===== src/core/prs_regs.svh =====
// register offsets, field positions, reset values and vectors for the program counter unit
`ifndef PRS_REGS_SVH
`define PRS_REGS_SVH

// byte offsets on the register bus
`define PRS_OFS_PC_LOW 12'h000
`define PRS_OFS_PC_HIGH_LATCH 12'h004
`define PRS_OFS_PC_UPPER_LATCH 12'h008
`define PRS_OFS_STACK_PTR 12'h00C
`define PRS_OFS_STACK_TOP_LOW 12'h010
`define PRS_OFS_STACK_TOP_HIGH 12'h014
`define PRS_OFS_STACK_TOP_UPPER 12'h018
`define PRS_OFS_CONTROL 12'h01C

// pointer register fields
`define PRS_PTR_FULL_BIT 7
`define PRS_PTR_UNDERFLOW_BIT 6
`define PRS_PTR_INDEX_MSB 4

// control register fields and reset value
`define PRS_CTRL_FAULT_RESET_BIT 0
`define PRS_CTRL_RESET 1'h1

// fixed vectors
`define PRS_VEC_RESET 21'h000000
`define PRS_VEC_INT_HIGH 21'h000008
`define PRS_VEC_INT_LOW 21'h000018

// counter geometry
`define PRS_PC_WIDTH 21
`define PRS_PC_STEP 21'h000002
`define PRS_STACK_DEPTH 31

`endif


===== src/core/prs_pkg.sv =====
// types shared by the program counter unit
`default_nettype none
package prs_pkg;
    typedef enum logic [3:0] {
        PRS_OP_NONE,
        PRS_OP_SEQ,
        PRS_OP_JUMP,
        PRS_OP_CALL,
        PRS_OP_RETURN,
        PRS_OP_RET_LITERAL,
        PRS_OP_RET_INTERRUPT,
        PRS_OP_INT_HIGH,
        PRS_OP_INT_LOW,
        PRS_OP_PUSH,
        PRS_OP_POP
    } prs_op_t;

    typedef logic [20:0] prs_addr_t;
endpackage
`default_nettype wire


===== src/core/prs_stack_if.sv =====
// carrier between the counter logic and the return stack
`default_nettype none
interface prs_stack_if;
    import prs_pkg::*;
    logic push;
    logic pop;
    logic discard;
    prs_addr_t push_data;
    logic [2:0] tos_we;
    logic [7:0] tos_wdata;
    logic ptr_we;
    logic [7:0] ptr_wdata;
    logic fault_en;
    logic [4:0] ptr;
    logic full;
    logic underflow;
    prs_addr_t stack_top_entry;
    logic fault;

    modport ctl (
        output push, pop, discard, push_data, tos_we, tos_wdata, ptr_we, ptr_wdata, fault_en,
        input ptr, full, underflow, stack_top_entry, fault
    );
    modport stk (
        input push, pop, discard, push_data, tos_we, tos_wdata, ptr_we, ptr_wdata, fault_en,
        output ptr, full, underflow, stack_top_entry, fault
    );
endinterface
`default_nettype wire


===== src/core/prs_stack.sv =====
// return address stack: storage, pointer and fault flags
`include "prs_regs.svh"
`default_nettype none
module prs_stack
    import prs_pkg::*;
#(
    parameter int DEPTH = `PRS_STACK_DEPTH
)
(
    // clock and reset
    input wire logic pclk,
    input wire logic presetn,
    // control side
    prs_stack_if.stk sif
);
    // --------
    // state
    // --------
    prs_addr_t mem [1:DEPTH];
    logic [4:0] ptr;
    logic full;
    logic underflow;
    logic at_top;
    logic at_empty;
    logic any_pop;
    logic set_full;
    logic set_unf;

    localparam logic [4:0] TOP_IDX = 5'(DEPTH);
    localparam logic [4:0] LAST_FREE = 5'(DEPTH - 1);

    assign at_top = (ptr == TOP_IDX);
    assign at_empty = (ptr == 5'h00);
    assign any_pop = sif.pop | sif.discard;
    assign set_full = sif.push & (ptr >= LAST_FREE);
    assign set_unf = any_pop & at_empty;
    assign sif.fault = sif.fault_en & (set_full | set_unf);
    assign sif.ptr = ptr;
    assign sif.full = full;
    assign sif.underflow = underflow;
    // index zero has no storage and reads as zero, which gives the underflow value
    assign sif.stack_top_entry = at_empty ? 21'h000000 : mem[ptr];

    // --------
    // pointer
    // --------
    always_ff @(posedge pclk or negedge presetn)
    begin
        if (!presetn)
            ptr <= 5'h00;
        else if (sif.fault)
            ptr <= 5'h00;
        else if (sif.push)
        begin
            if (!at_top)
                ptr <= ptr + 5'h01;
        end
        else if (any_pop)
        begin
            if (!at_empty)
                ptr <= ptr - 5'h01;
        end
        else if (sif.ptr_we)
            ptr <= sif.ptr_wdata[`PRS_PTR_INDEX_MSB:0];
    end

    // --------
    // flags: set wins over a software clear
    // --------
    always_ff @(posedge pclk or negedge presetn)
    begin
        if (!presetn)
            full <= 1'b0;
        else
            full <= set_full | (full & ~(sif.ptr_we & ~sif.ptr_wdata[`PRS_PTR_FULL_BIT]));
    end

    always_ff @(posedge pclk or negedge presetn)
    begin
        if (!presetn)
            underflow <= 1'b0;
        else
            underflow <= set_unf | (underflow & ~(sif.ptr_we & ~sif.ptr_wdata[`PRS_PTR_UNDERFLOW_BIT]));
    end

    // --------
    // storage entries
    // --------
    for (genvar i = 1; i <= DEPTH; i++)
    begin : g_entry
        always_ff @(posedge pclk or negedge presetn)
        begin
            if (!presetn)
                mem[i] <= 21'h000000;
            else if (sif.push & !at_top & (ptr + 5'h01 == 5'(i)))
                mem[i] <= sif.push_data;
            else if (!sif.push & (ptr == 5'(i)))
            begin
                if (sif.tos_we[0])
                    mem[i][7:0] <= sif.tos_wdata;
                if (sif.tos_we[1])
                    mem[i][15:8] <= sif.tos_wdata;
                if (sif.tos_we[2])
                    mem[i][20:16] <= sif.tos_wdata[4:0];
            end
        end
    end
endmodule
`default_nettype wire


===== src/core/prs_top.sv =====
// program counter, holding latches, return stack control and fast shadows behind an APB slave
//
// The register addresses and the APB register port are this design's own decisions.
`include "prs_regs.svh"
`default_nettype none
module prs_top
    import prs_pkg::*;
#(
    parameter int MEM_BYTES = 65536,
    parameter int DEPTH = `PRS_STACK_DEPTH
)
(
    // clock and reset
    input wire logic pclk,
    input wire logic presetn,
    // apb slave
    input wire logic psel,
    input wire logic penable,
    input wire logic pwrite,
    input wire logic [11:0] paddr,
    input wire logic [31:0] pwdata,
    input wire logic [3:0] pstrb,
    output logic [31:0] prdata,
    output logic pready,
    output logic pslverr,
    // instruction execution side
    input wire logic op_valid,
    input wire prs_op_t op_code,
    input wire logic op_fast,
    input wire prs_addr_t op_target,
    input wire logic [7:0] status_in,
    input wire logic [7:0] working_register_in,
    input wire logic [7:0] bank_select_register_in,
    output logic restore_valid,
    output logic [7:0] status_out,
    output logic [7:0] working_register_out,
    output logic [7:0] bank_select_register_out,
    // program memory side
    output prs_addr_t fetch_addr,
    input wire logic [7:0] fetch_rdata,
    output logic [7:0] fetch_data,
    // device reset request
    output logic device_reset
);
    // --------
    // state
    // --------
    prs_addr_t pc;
    logic [7:0] pc_high_holding_latch;
    logic [4:0] pc_upper_holding_latch;
    logic stack_fault_reset_enable;
    logic [7:0] shadow_status;
    logic [7:0] shadow_working;
    logic [7:0] shadow_bank;
    prs_addr_t next_pc;
    logic [31:0] next_rdata;
    logic next_err;

    prs_stack_if sif();

    // --------
    // register decode
    // --------
    function automatic logic [3:0] reg_index(input logic [11:0] addr);
        unique case (addr)
            `PRS_OFS_PC_LOW: reg_index = 4'h1;
            `PRS_OFS_PC_HIGH_LATCH: reg_index = 4'h2;
            `PRS_OFS_PC_UPPER_LATCH: reg_index = 4'h3;
            `PRS_OFS_STACK_PTR: reg_index = 4'h4;
            `PRS_OFS_STACK_TOP_LOW: reg_index = 4'h5;
            `PRS_OFS_STACK_TOP_HIGH: reg_index = 4'h6;
            `PRS_OFS_STACK_TOP_UPPER: reg_index = 4'h7;
            `PRS_OFS_CONTROL: reg_index = 4'h8;
            default: reg_index = 4'h0;
        endcase
    endfunction

    logic [3:0] idx;
    logic access;
    logic wr_acc;
    logic rd_acc;
    logic wr_lane0;

    assign idx = reg_index(paddr);
    // zero wait states: pready is raised by the setup edge, so the access edge completes
    assign access = psel & penable & pready;
    assign wr_acc = access & pwrite;
    assign rd_acc = access & ~pwrite;
    // all registers are at most a byte wide, so only lane zero matters
    assign wr_lane0 = wr_acc & pstrb[0];

    // --------
    // op decode
    // --------
    logic is_op;
    logic op_push;
    logic op_pop;
    logic op_vector;
    logic op_save;
    logic op_restore;

    assign is_op = op_valid & (op_code != PRS_OP_NONE);
    assign op_vector = op_valid & ((op_code == PRS_OP_INT_HIGH) | (op_code == PRS_OP_INT_LOW));
    assign op_push = op_valid & ((op_code == PRS_OP_CALL) | (op_code == PRS_OP_PUSH) | op_vector);
    assign op_pop = op_valid & ((op_code == PRS_OP_RETURN) | (op_code == PRS_OP_RET_LITERAL)
        | (op_code == PRS_OP_RET_INTERRUPT));
    assign op_save = op_vector | (op_valid & (op_code == PRS_OP_CALL) & op_fast);
    assign op_restore = op_valid & op_fast & ((op_code == PRS_OP_RETURN) | (op_code == PRS_OP_RET_INTERRUPT));

    // --------
    // stack control
    // --------
    assign sif.push = op_push;
    assign sif.pop = op_pop;
    assign sif.discard = op_valid & (op_code == PRS_OP_POP);
    // the push that triggers a fault reset records the instruction after it
    assign sif.push_data = (stack_fault_reset_enable & (sif.ptr == 5'(DEPTH - 1)))
        ? pc + `PRS_PC_STEP : pc;
    assign sif.fault_en = stack_fault_reset_enable;
    // software stack writes lose to a core op in the same cycle
    assign sif.ptr_we = wr_lane0 & (idx == 4'h4) & ~is_op;
    assign sif.ptr_wdata = pwdata[7:0];
    assign sif.tos_wdata = pwdata[7:0];
    assign sif.tos_we[0] = wr_lane0 & (idx == 4'h5) & ~is_op;
    assign sif.tos_we[1] = wr_lane0 & (idx == 4'h6) & ~is_op;
    assign sif.tos_we[2] = wr_lane0 & (idx == 4'h7) & ~is_op;

    prs_stack #(
        .DEPTH(DEPTH)
    ) u_stack (
        .pclk(pclk),
        .presetn(presetn),
        .sif(sif)
    );

    // --------
    // next counter value
    // --------
    always_comb
    begin
        next_pc = pc;
        if (is_op)
        begin
            unique case (op_code)
                PRS_OP_SEQ: next_pc = pc + `PRS_PC_STEP;
                PRS_OP_JUMP: next_pc = op_target;
                PRS_OP_CALL: next_pc = op_target;
                PRS_OP_RETURN: next_pc = sif.stack_top_entry;
                PRS_OP_RET_LITERAL: next_pc = sif.stack_top_entry;
                PRS_OP_RET_INTERRUPT: next_pc = sif.stack_top_entry;
                PRS_OP_INT_HIGH: next_pc = `PRS_VEC_INT_HIGH;
                PRS_OP_INT_LOW: next_pc = `PRS_VEC_INT_LOW;
                PRS_OP_PUSH: next_pc = pc + `PRS_PC_STEP;
                PRS_OP_POP: next_pc = pc + `PRS_PC_STEP;
                default: next_pc = pc;
            endcase
        end
        else if (wr_lane0 & (idx == 4'h1))
            next_pc = {pc_upper_holding_latch, pc_high_holding_latch, pwdata[7:0]};
        next_pc[0] = 1'b0;
    end

    // --------
    // program counter
    // --------
    always_ff @(posedge pclk or negedge presetn)
    begin
        if (!presetn)
            pc <= `PRS_VEC_RESET;
        else if (sif.fault)
            pc <= `PRS_VEC_RESET;
        else
            pc <= next_pc;
    end

    // --------
    // holding latches
    // --------
    always_ff @(posedge pclk or negedge presetn)
    begin
        if (!presetn)
        begin
            pc_high_holding_latch <= 8'h00;
            pc_upper_holding_latch <= 5'h00;
        end
        else if (sif.fault)
        begin
            pc_high_holding_latch <= 8'h00;
            pc_upper_holding_latch <= 5'h00;
        end
        else if (rd_acc & (idx == 4'h1))
        begin
            pc_high_holding_latch <= pc[15:8];
            pc_upper_holding_latch <= pc[20:16];
        end
        else if (wr_lane0 & (idx == 4'h2))
            pc_high_holding_latch <= pwdata[7:0];
        else if (wr_lane0 & (idx == 4'h3))
            pc_upper_holding_latch <= pwdata[4:0];
    end

    // --------
    // control register
    // --------
    // the fault option survives a fault reset, like a configuration bit
    always_ff @(posedge pclk or negedge presetn)
    begin
        if (!presetn)
            stack_fault_reset_enable <= `PRS_CTRL_RESET;
        else if (wr_lane0 & (idx == 4'h8))
            stack_fault_reset_enable <= pwdata[`PRS_CTRL_FAULT_RESET_BIT];
    end

    // --------
    // fast shadows
    // --------
    // one level only: a nested save overwrites the previous one
    always_ff @(posedge pclk or negedge presetn)
    begin
        if (!presetn)
        begin
            shadow_status <= 8'h00;
            shadow_working <= 8'h00;
            shadow_bank <= 8'h00;
        end
        else if (op_save)
        begin
            shadow_status <= status_in;
            shadow_working <= working_register_in;
            shadow_bank <= bank_select_register_in;
        end
    end

    always_ff @(posedge pclk or negedge presetn)
    begin
        if (!presetn)
        begin
            restore_valid <= 1'b0;
            status_out <= 8'h00;
            working_register_out <= 8'h00;
            bank_select_register_out <= 8'h00;
        end
        else
        begin
            restore_valid <= op_restore;
            if (op_restore)
            begin
                status_out <= shadow_status;
                working_register_out <= shadow_working;
                bank_select_register_out <= shadow_bank;
            end
        end
    end

    // --------
    // fetch path
    // --------
    always_ff @(posedge pclk or negedge presetn)
    begin
        if (!presetn)
            fetch_addr <= `PRS_VEC_RESET;
        else if (sif.fault)
            fetch_addr <= `PRS_VEC_RESET;
        else
            fetch_addr <= next_pc;
    end

    // unimplemented space reads as zeros, which the core runs as a no-operation
    always_ff @(posedge pclk or negedge presetn)
    begin
        if (!presetn)
            fetch_data <= 8'h00;
        else if (32'(fetch_addr) >= 32'(MEM_BYTES))
            fetch_data <= 8'h00;
        else
            fetch_data <= fetch_rdata;
    end

    // --------
    // device reset request
    // --------
    always_ff @(posedge pclk or negedge presetn)
    begin
        if (!presetn)
            device_reset <= 1'b0;
        else
            device_reset <= sif.fault;
    end

    // --------
    // apb read data
    // --------
    always_comb
    begin
        next_rdata = 32'h00000000;
        next_err = 1'b0;
        unique case (idx)
            4'h1: next_rdata[7:0] = pc[7:0];
            4'h2: next_rdata[7:0] = pc_high_holding_latch;
            4'h3: next_rdata[4:0] = pc_upper_holding_latch;
            4'h4: next_rdata[7:0] = {sif.full, sif.underflow, 1'b0, sif.ptr};
            4'h5: next_rdata[7:0] = sif.stack_top_entry[7:0];
            4'h6: next_rdata[7:0] = sif.stack_top_entry[15:8];
            4'h7: next_rdata[4:0] = sif.stack_top_entry[20:16];
            4'h8: next_rdata[0] = stack_fault_reset_enable;
            default: next_err = 1'b1;
        endcase
    end

    // --------
    // apb response
    // --------
    always_ff @(posedge pclk or negedge presetn)
    begin
        if (!presetn)
            pready <= 1'b0;
        else
            pready <= psel & ~penable;
    end

    always_ff @(posedge pclk or negedge presetn)
    begin
        if (!presetn)
        begin
            prdata <= 32'h00000000;
            pslverr <= 1'b0;
        end
        else if (psel & ~penable)
        begin
            prdata <= pwrite ? 32'h00000000 : next_rdata;
            pslverr <= next_err;
        end
    end
endmodule
`default_nettype wire


===== config.mk =====
export PLATFORM = sky130hd
export DESIGN_NAME = prs_top
export DESIGN_NICKNAME = d
export VERILOG_FILES = /design/src/core/prs_pkg.sv /design/src/core/prs_stack_if.sv /design/src/core/prs_stack.sv /design/src/core/prs_top.sv
export VERILOG_INCLUDE_DIRS = /design/src /design/src/core
export SDC_FILE = /design/constraint.sdc
export NUM_CORES = 2
export LEC_CHECK = 0
export BUFFER_PORTS_ARGS = -buffer_cell sky130_fd_sc_hd__buf_2
export CAP_MARGIN = 20
export CORE_ASPECT_RATIO = 1.2
export CORE_MARGIN = 2
export CORE_UTILIZATION = 57
export DETAILED_ROUTE_END_ITERATION = 6
export GPL_TIMING_DRIVEN = 0
export PLACE_DENSITY = 0.82
export SLEW_MARGIN = 15
export SYNTH_ARGS = -nofsm -noshare
export SYNTH_HDL_FRONTEND = slang
export SYNTH_HIERARCHICAL = 1
export SYNTH_SLANG_ARGS = --single-unit
export TNS_END_PERCENT = 1

===== constraint.sdc =====
create_clock -name pclk -period 3.4 [get_ports pclk]
set_clock_uncertainty 0.15 [all_clocks]
set_input_delay 0.68 -clock pclk [delete_from_list [all_inputs] [get_ports pclk]]
set_output_delay 0.68 -clock pclk [all_outputs]
set_load 0.005 [all_outputs]

======== Word level (Yosys, flattened, before mapping) ========
Memory sizes are Yosys's and may differ from the RTL's.
Cells that the tools add are included.
cells by class
  $lt $le $gt $ge ......................... 3
  reduce and logical (&&, ||, !) cells .... 233
  equal/unequal tests ..................... 84
  bitwise operators ....................... 118
  multiplexer cells ....................... 94
  add/subtract/negate cells ............... 3
operators by type and width
  cell                   number
  $mux 21                69
  $reduce_bool 2->1      124
  $reduce_and 2->1       95
  $eq 5x5->1 const B     32
  $bmux 21 s5            1
  $pmux 21 s5            1
  $and 1x1->1            99
  $eq 5x4->1 const B     16
  $mux 8                 7
  $mux 5                 11
  $eq 5x3->1 const B     8
  $eq 4x3->1 const B     8
  $pmux 4 s7             1
  $add 21x2->21 const B  1
  $ge 21x17->1 const B   1
  $eq 5x2->1 const B     4
  $eq 4x2->1 const B     4
  $eq 4x4->1 const B     4
  $pmux 3 s5             1
  $or 1x1->1             11
  $eq 5x1->1 const B     2
  $reduce_bool 3->1      3
  $eq 4x1->1 const B     2
  $pmux 1 s8             1
  19 further kinds       29
storage, ports and cells
  ROM bits ................................ 128
  bits in registers ....................... 785
  output and inout port bits .............. 89
  bits of input ports ..................... 112
  memories kept ........................... 1
memories
  memory           words  bits a word  read ports  clocked after memory_dff  wr ports  RTL line       source
  (no name shown)  32     4            1           0                         0         prs_top.sv:65  unique case (addr)

======== Logic depth before layout (Yosys ltp) ========
  depth after elaboration ................. 10
  depth in mapped cells ................... 18
  depth with buffers taken out ............ 12

======== Cells and area by module ========
Netlist, hierarchy kept.
modules (own cells, without submodules)
  module     instances  cells each  area each (um2)
  prs_stack  1          3,575       37,225.7
  prs_top    1          666         6,387.4

======== Least setup slack after synthesis ========
Ideal clock, no wire load.
  path type ............................... input to register
  start point ............................. input paddr[7]
  end point ............................... register u_stack/mem[609] in the netlist's numbering
  setup time .............................. 0.125 ns
  setup slack ............................. -0.203 ns
  cell stages on the path ................. 10
  required time ........................... 3.125 ns
  data arrival time ....................... 3.328 ns
  buffers on the path ..................... 2
  cells stage by stage .................... or4_4 > nor3_4 > and2_1 > nand3_1 > nor3_1 > clkbuf_1 > buf_1 > nand2_1 > mux2_2 > mux2_2
between the ends
  longest elaborated chain between the ends .. 7
ends and longest elaborated chain
  element                             RTL line           source
  start: declaration                  prs_top.sv:20      input wire logic [11:0] paddr,
  $logic_not 7->1                     prs_top.sv:65
  $mux 4                              prs_top.sv:65
  $eq 4x3->1                          prs_top.sv:124     assign sif.tos_we[0] = wr_lane0 & (idx == 4'h5) & ~is_op;
  $and 1x1->1 (2 in series)           prs_top.sv:124
  via sif.tos_we[0]                   prs_stack_if.sv:9  logic [2:0] tos_we;
  $reduce_bool 2->1 (no source line)  n/a
  $reduce_and 2->1 (no source line)   n/a
  end signal: indexed assignment      prs_stack.sv:100   mem[i][7:0] <= sif.tos_wdata;
  end signal: indexed assignment      prs_stack.sv:102   mem[i][15:8] <= sif.tos_wdata;
  end signal: indexed assignment      prs_stack.sv:104   mem[i][20:16] <= sif.tos_wdata[4:0];
  end: declaration                    prs_stack.sv:19    prs_addr_t mem [1:DEPTH];
The timed path passes the listed nets, and every way through them passes these cells.
A chain may end at the register's enable or synchronous reset.

======== Worst setup path after layout ========
  start point ............................. register u_stack.ptr[0] (netlist: u_stack/sif.ptr[0])
  end point ............................... register prdata[4]
between the ends
  longest elaborated chain between the ends .. 7
  elaborated cells between the ends (all ways) .. 8
  classes of those cells .................. mux (6); bitwise (1); reduce/logical (1)
ends and longest elaborated chain
  element                                      RTL line            source
  start: declaration                           prs_stack.sv:20     logic [4:0] ptr;
  start signal: assignment                     prs_stack.sv:56     ptr <= ptr + 5'h01;
  start signal: assignment                     prs_stack.sv:61     ptr <= ptr - 5'h01;
  start signal: assignment                     prs_stack.sv:64     ptr <= sif.ptr_wdata[`PRS_PTR_INDEX_MSB:0];
  $not 5->6 (implied by the code)              prs_stack.sv:42     assign sif.stack_top_entry = at_empty ? 21'h000000 : mem[ptr];
  $bmux 21 s5                                  prs_stack.sv:42
  $mux 21 (implied by the code) (2 in series)  prs_stack.sv:42
  $mux 21 (*)                                  prs_stack.sv:42
  via sif.stack_top_entry[20]                  prs_stack_if.sv:17  prs_addr_t stack_top_entry;
  $pmux 4 s7 (*)                               prs_top.sv:297      unique case (idx)
  $mux 8 (*)                                   prs_top.sv:330      prdata <= pwrite ? 32'h00000000 : next_rdata;
  end signal: assignment                       prs_top.sv:330
  end: declaration                             prs_top.sv:23       output logic [31:0] prdata,
The timed path passes the listed nets; every way through them passes the cells marked *. The select of a mux whose other input is x is not followed.

==> results.sh <==
export IMPL_critPathKind="register to register"
export IMPL_max_freq_ghz=0.276
export IMPL_cts_root_buf="clkbuf_16"
export IMPL_grt_pass1_vias=37800
export IMPL_hold_path_class="primary input to register"
export IMPL_layout_drive_gt1_share_pct=30.9
export IMPL_power_density_mw_per_mm2=720
export IMPL_p_int_mw=22.7
export IMPL_grt_overflow=0
export IMPL_p_sw_share_pct=40.4
export IMPL_critical_path_max_stage_delay_ns=0.63
export IMPL_hold_viol_final=0
export IMPL_status="finished, violations left"
export IMPL_maxCapViolCount=0
export IMPL_slowest_stage="mux4_2"
export IMPL_postSynthAreaPerCell_um2=10.3
export IMPL_final_common_cell="dfrtp_1"
export IMPL_p_leak_nw=27.5
export IMPL_fp_dieW_um=257
export IMPL_die_h_um=307
export IMPL_critPathBufInv=3
export IMPL_netlist_area_mm2=0.0436
export IMPL_placedInstanceArea_mm2=0.0460
export IMPL_slew_viol_final=0
export IMPL_yosys_warnings=6
export IMPL_ioPinCount=201
export IMPL_layout_common_cells="753 x dfrtp_1, 640 x mux2i_1, 389 x nand2_1, 342 x mux2_2, 311 x nor2_1"
export IMPL_start_util_pct=57.3
export IMPL_hpwl_mm=137
export IMPL_power_frac_comb_pct=42.4
export IMPL_antenna_found_initial=10
export IMPL_cp_top_family="compound AO/OA/AOI/OAI gates"
export IMPL_endpoint_kind="register"
export IMPL_initialDrtViolationCount=6367
export IMPL_place_congestion=1.11
export IMPL_post_place_ws_ns=-1.82
export IMPL_grt_pass1_wl_mm=271
export IMPL_rsz0062_at_grt="true"
export IMPL_post_drt_wl_per_cell_um=34.1
export IMPL_power_switching_mw=15.4
export IMPL_clock_latency_ns=0.69
export IMPL_worstPathCellList="buf_12 -> buf_12 -> buf_4 -> mux4_2 -> a22oi_1 -> o211ai_1 -> a22o_1 -> a31o_2 -> o21ai_0 -> o21ai_0"
export IMPL_cts_sinks=760
export IMPL_core_area_mm2=0.0761
export IMPL_viasPerCell=7.00
export IMPL_fillers=5711
export IMPL_cts_tree="done"
export IMPL_cts_buffers=81
export IMPL_required_ns=3.81
export IMPL_cts_buffer_depth=3
export IMPL_synthCells=4241
export IMPL_tightest_slew_ns=1.30
export IMPL_synth_seq_cells=760
export IMPL_seq_area_frac_synth_pct=43.6
export IMPL_multi_input_area_mm2=0.0246
export IMPL_die_area_mm2=0.0788
export IMPL_critPathArrivalTime_ns=4.03
export IMPL_async_flop_share_pct=100
export IMPL_worstPathMaxFanout=10
export IMPL_nNetsFinal=4718
export IMPL_area_growth_syn_to_layout_pct=21.2
export IMPL_htreeDepth=3
export IMPL_synth_edf_count=0
export IMPL_stdcell_count=5683
export IMPL_period_minus_slack_ns=3.63
export IMPL_via_count=39800
export IMPL_min_period_over_period_pct=107
export IMPL_violations="design-rule violations, negative setup slack"
export IMPL_setup_viol=259
export IMPL_regArea_mm2=0.0190
export IMPL_slew_headroom_pct=13.3
export IMPL_seq_power_share_pct=33.2
export IMPL_dr_pass1_iters=7
export IMPL_grt_max_degree=103
export IMPL_drt_total_wl_mm=194
export IMPL_finalInstanceArea_mm2=0.0528
export IMPL_drtAntennaViolNets=0
export IMPL_io_buffers=146
export IMPL_pwr_share_clk_pct=24.4
export IMPL_drc=1
export IMPL_vdd_drop_max_v=0.000470
export IMPL_netlist_cell_type_count=96
export IMPL_placementRows=111
export IMPL_grt_usage_pct=48.1
export IMPL_place_inst=5442
export IMPL_startpoint_type="register"
export IMPL_ys_flop_type="dfrtp_1"
export IMPL_timing_final_ws_setup_ns=-0.225
export IMPL_clkSlewWorstSetupHoldPaths_ns=0.06
-- metal layers --
| metal | GRT usage [%] | wire (um) | vias to the layer above |
|---|---|---|---|
| met1 | 58.6 | 66300 | 19700 |
| li1 | - | - | 15900 |
| met2 | 68.6 | 81100 | 3252 |
| met3 | 17.7 | 26700 | 915 |
| met4 | 39.0 | 19500 | 14 |
| met5 | 0 | 127 | - |
-- power groups by stage --
stage	sequential, mW	combinational [mW]	clock [mW]
floorplan	12.1	7.26	0
CTS	12.5	14.1	9.27
global placement	12.5	12.0	0
detailed placement	12.6	12.3	0
finish	12.6	16.1	9.28
global route	12.8	16.2	9.67
-- flip-flops by register name, indices dropped and copies added, names as in the netlist, 8 cells and up --
signal	cells
bank_select_register_out	8
fetch_addr	20
fetch_data	8
pc_high_holding_latch	8
prdata	8
shadow_bank	8
shadow_status	8
shadow_working	8
status_out	8
u_stack/mem	651
working_register_out	8
-- synthesized netlist by cell type, drive strengths merged, types with 6 or more instances --
cell,instances,area share [%]
a31oi,14,0.20
xor2,6,0.12
nand4,14,0.24
nor3b,11,0.25
dfrtp,759,44
and3b,6,0.12
clkbuf,260,2.3
a21oi,291,3.3
a32oi,9,0.18
buf,166,2.3
nor3,30,0.42
mux2,343,8.9
nand2b,7,0.10
o211ai,16,0.28
a22o,12,0.24
nor4,9,0.23
ha,10,0.29
and3,14,0.20
nand3,96,1.1
a211oi,18,0.46
mux2i,699,16
xnor2,23,0.46
o21a,8,0.14
nand2,437,3.8
o21ai,297,3.5
a222oi,8,0.18
o22ai,27,0.39
o221ai,8,0.16
a221oi,26,0.52
inv,10,0.086
a22oi,95,1.6
mux4,62,3.2
and2,25,0.36
nor2,326,2.8
nor2b,29,0.42
-- final timing paths --
path	start	end	slack [ns]	depth (start not counted)
hold reg to reg	shadow_working[6]$_DFFE_PN0P_	working_register_out[6]$_DFFE_PN0P_	0.31	2
setup reg to reg	u_stack/sif.ptr[0]$_DFFE_PN0P_	prdata[4]$_DFFE_PN0P_	-0.23	10
min in group asynchronous	presetn	u_stack/mem[127]$_DFFE_PN0P_	0.40	2
setup / recovery	u_stack/sif.ptr[0]$_DFFE_PN0P_	prdata[4]$_DFFE_PN0P_	-0.23	10
max in group asynchronous	presetn	fetch_addr[1]$_DFFE_PN0P_	0.57	6
hold / removal	fetch_rdata[4]	fetch_data[4]$_DFF_PN0_	0.04	2
-- cell families after synthesis --
logic type / after synthesis / synth area share, %
muxes: 1104 / 28.1
and+or+nand+nor: 1032 / 10.7
AOI/OAI and AO/OA: 867 / 12.0
DFF: 760 / 43.6
buffers and inverters: 438 / 4.75
xor gates and xnor gates: 29 / 0.582
adders and majority gates: 10 / 0.287
other: 1 / 0.00860
-- metrics by stage --
stage	hold slack, ns	TNS [ns]	util (%)	power (mW)
floorplan	0.234	-3.80	-	19.4
global placement	0.292	-	60.1	24.5
detailed placement	0.294	-856.05	60.4	24.8
CTS	0.0290	-8.23	67.4	35.9
global route	0.0376	-16.36	69.4	38.7
finish	0.0431	-10.05	69.4	38.0
-- cell type report --
| type | instances | area share, % |
|---|---|---|
| diodes | 8 | 0.0379 |
| plain buffers | 425 | 6.06 |
| clock buffers | 115 | 4.47 |
| clock inverters | 30 | 0.724 |
| inverters | 10 | 0.102 |
| multi-input cells | 3071 | 46.6 |
| flip-flops and latches | 760 | 36.0 |
| well taps | 1017 | 2.41 |
| repair buffers | 247 | 3.62 |
-- what timing repair did --
item / CTS / global route
endpoints found under the hold margin: 63 / 0
gates cloned: 2 / 6
pin swaps: 36 / 33
buffers inserted: 43 / 38
setup endpoints to repair: 699 / 688
hold buffers: 1 / 0
gates resized for setup: 585 / 346
No activity file was read; power rests on OpenSTA's default activity.
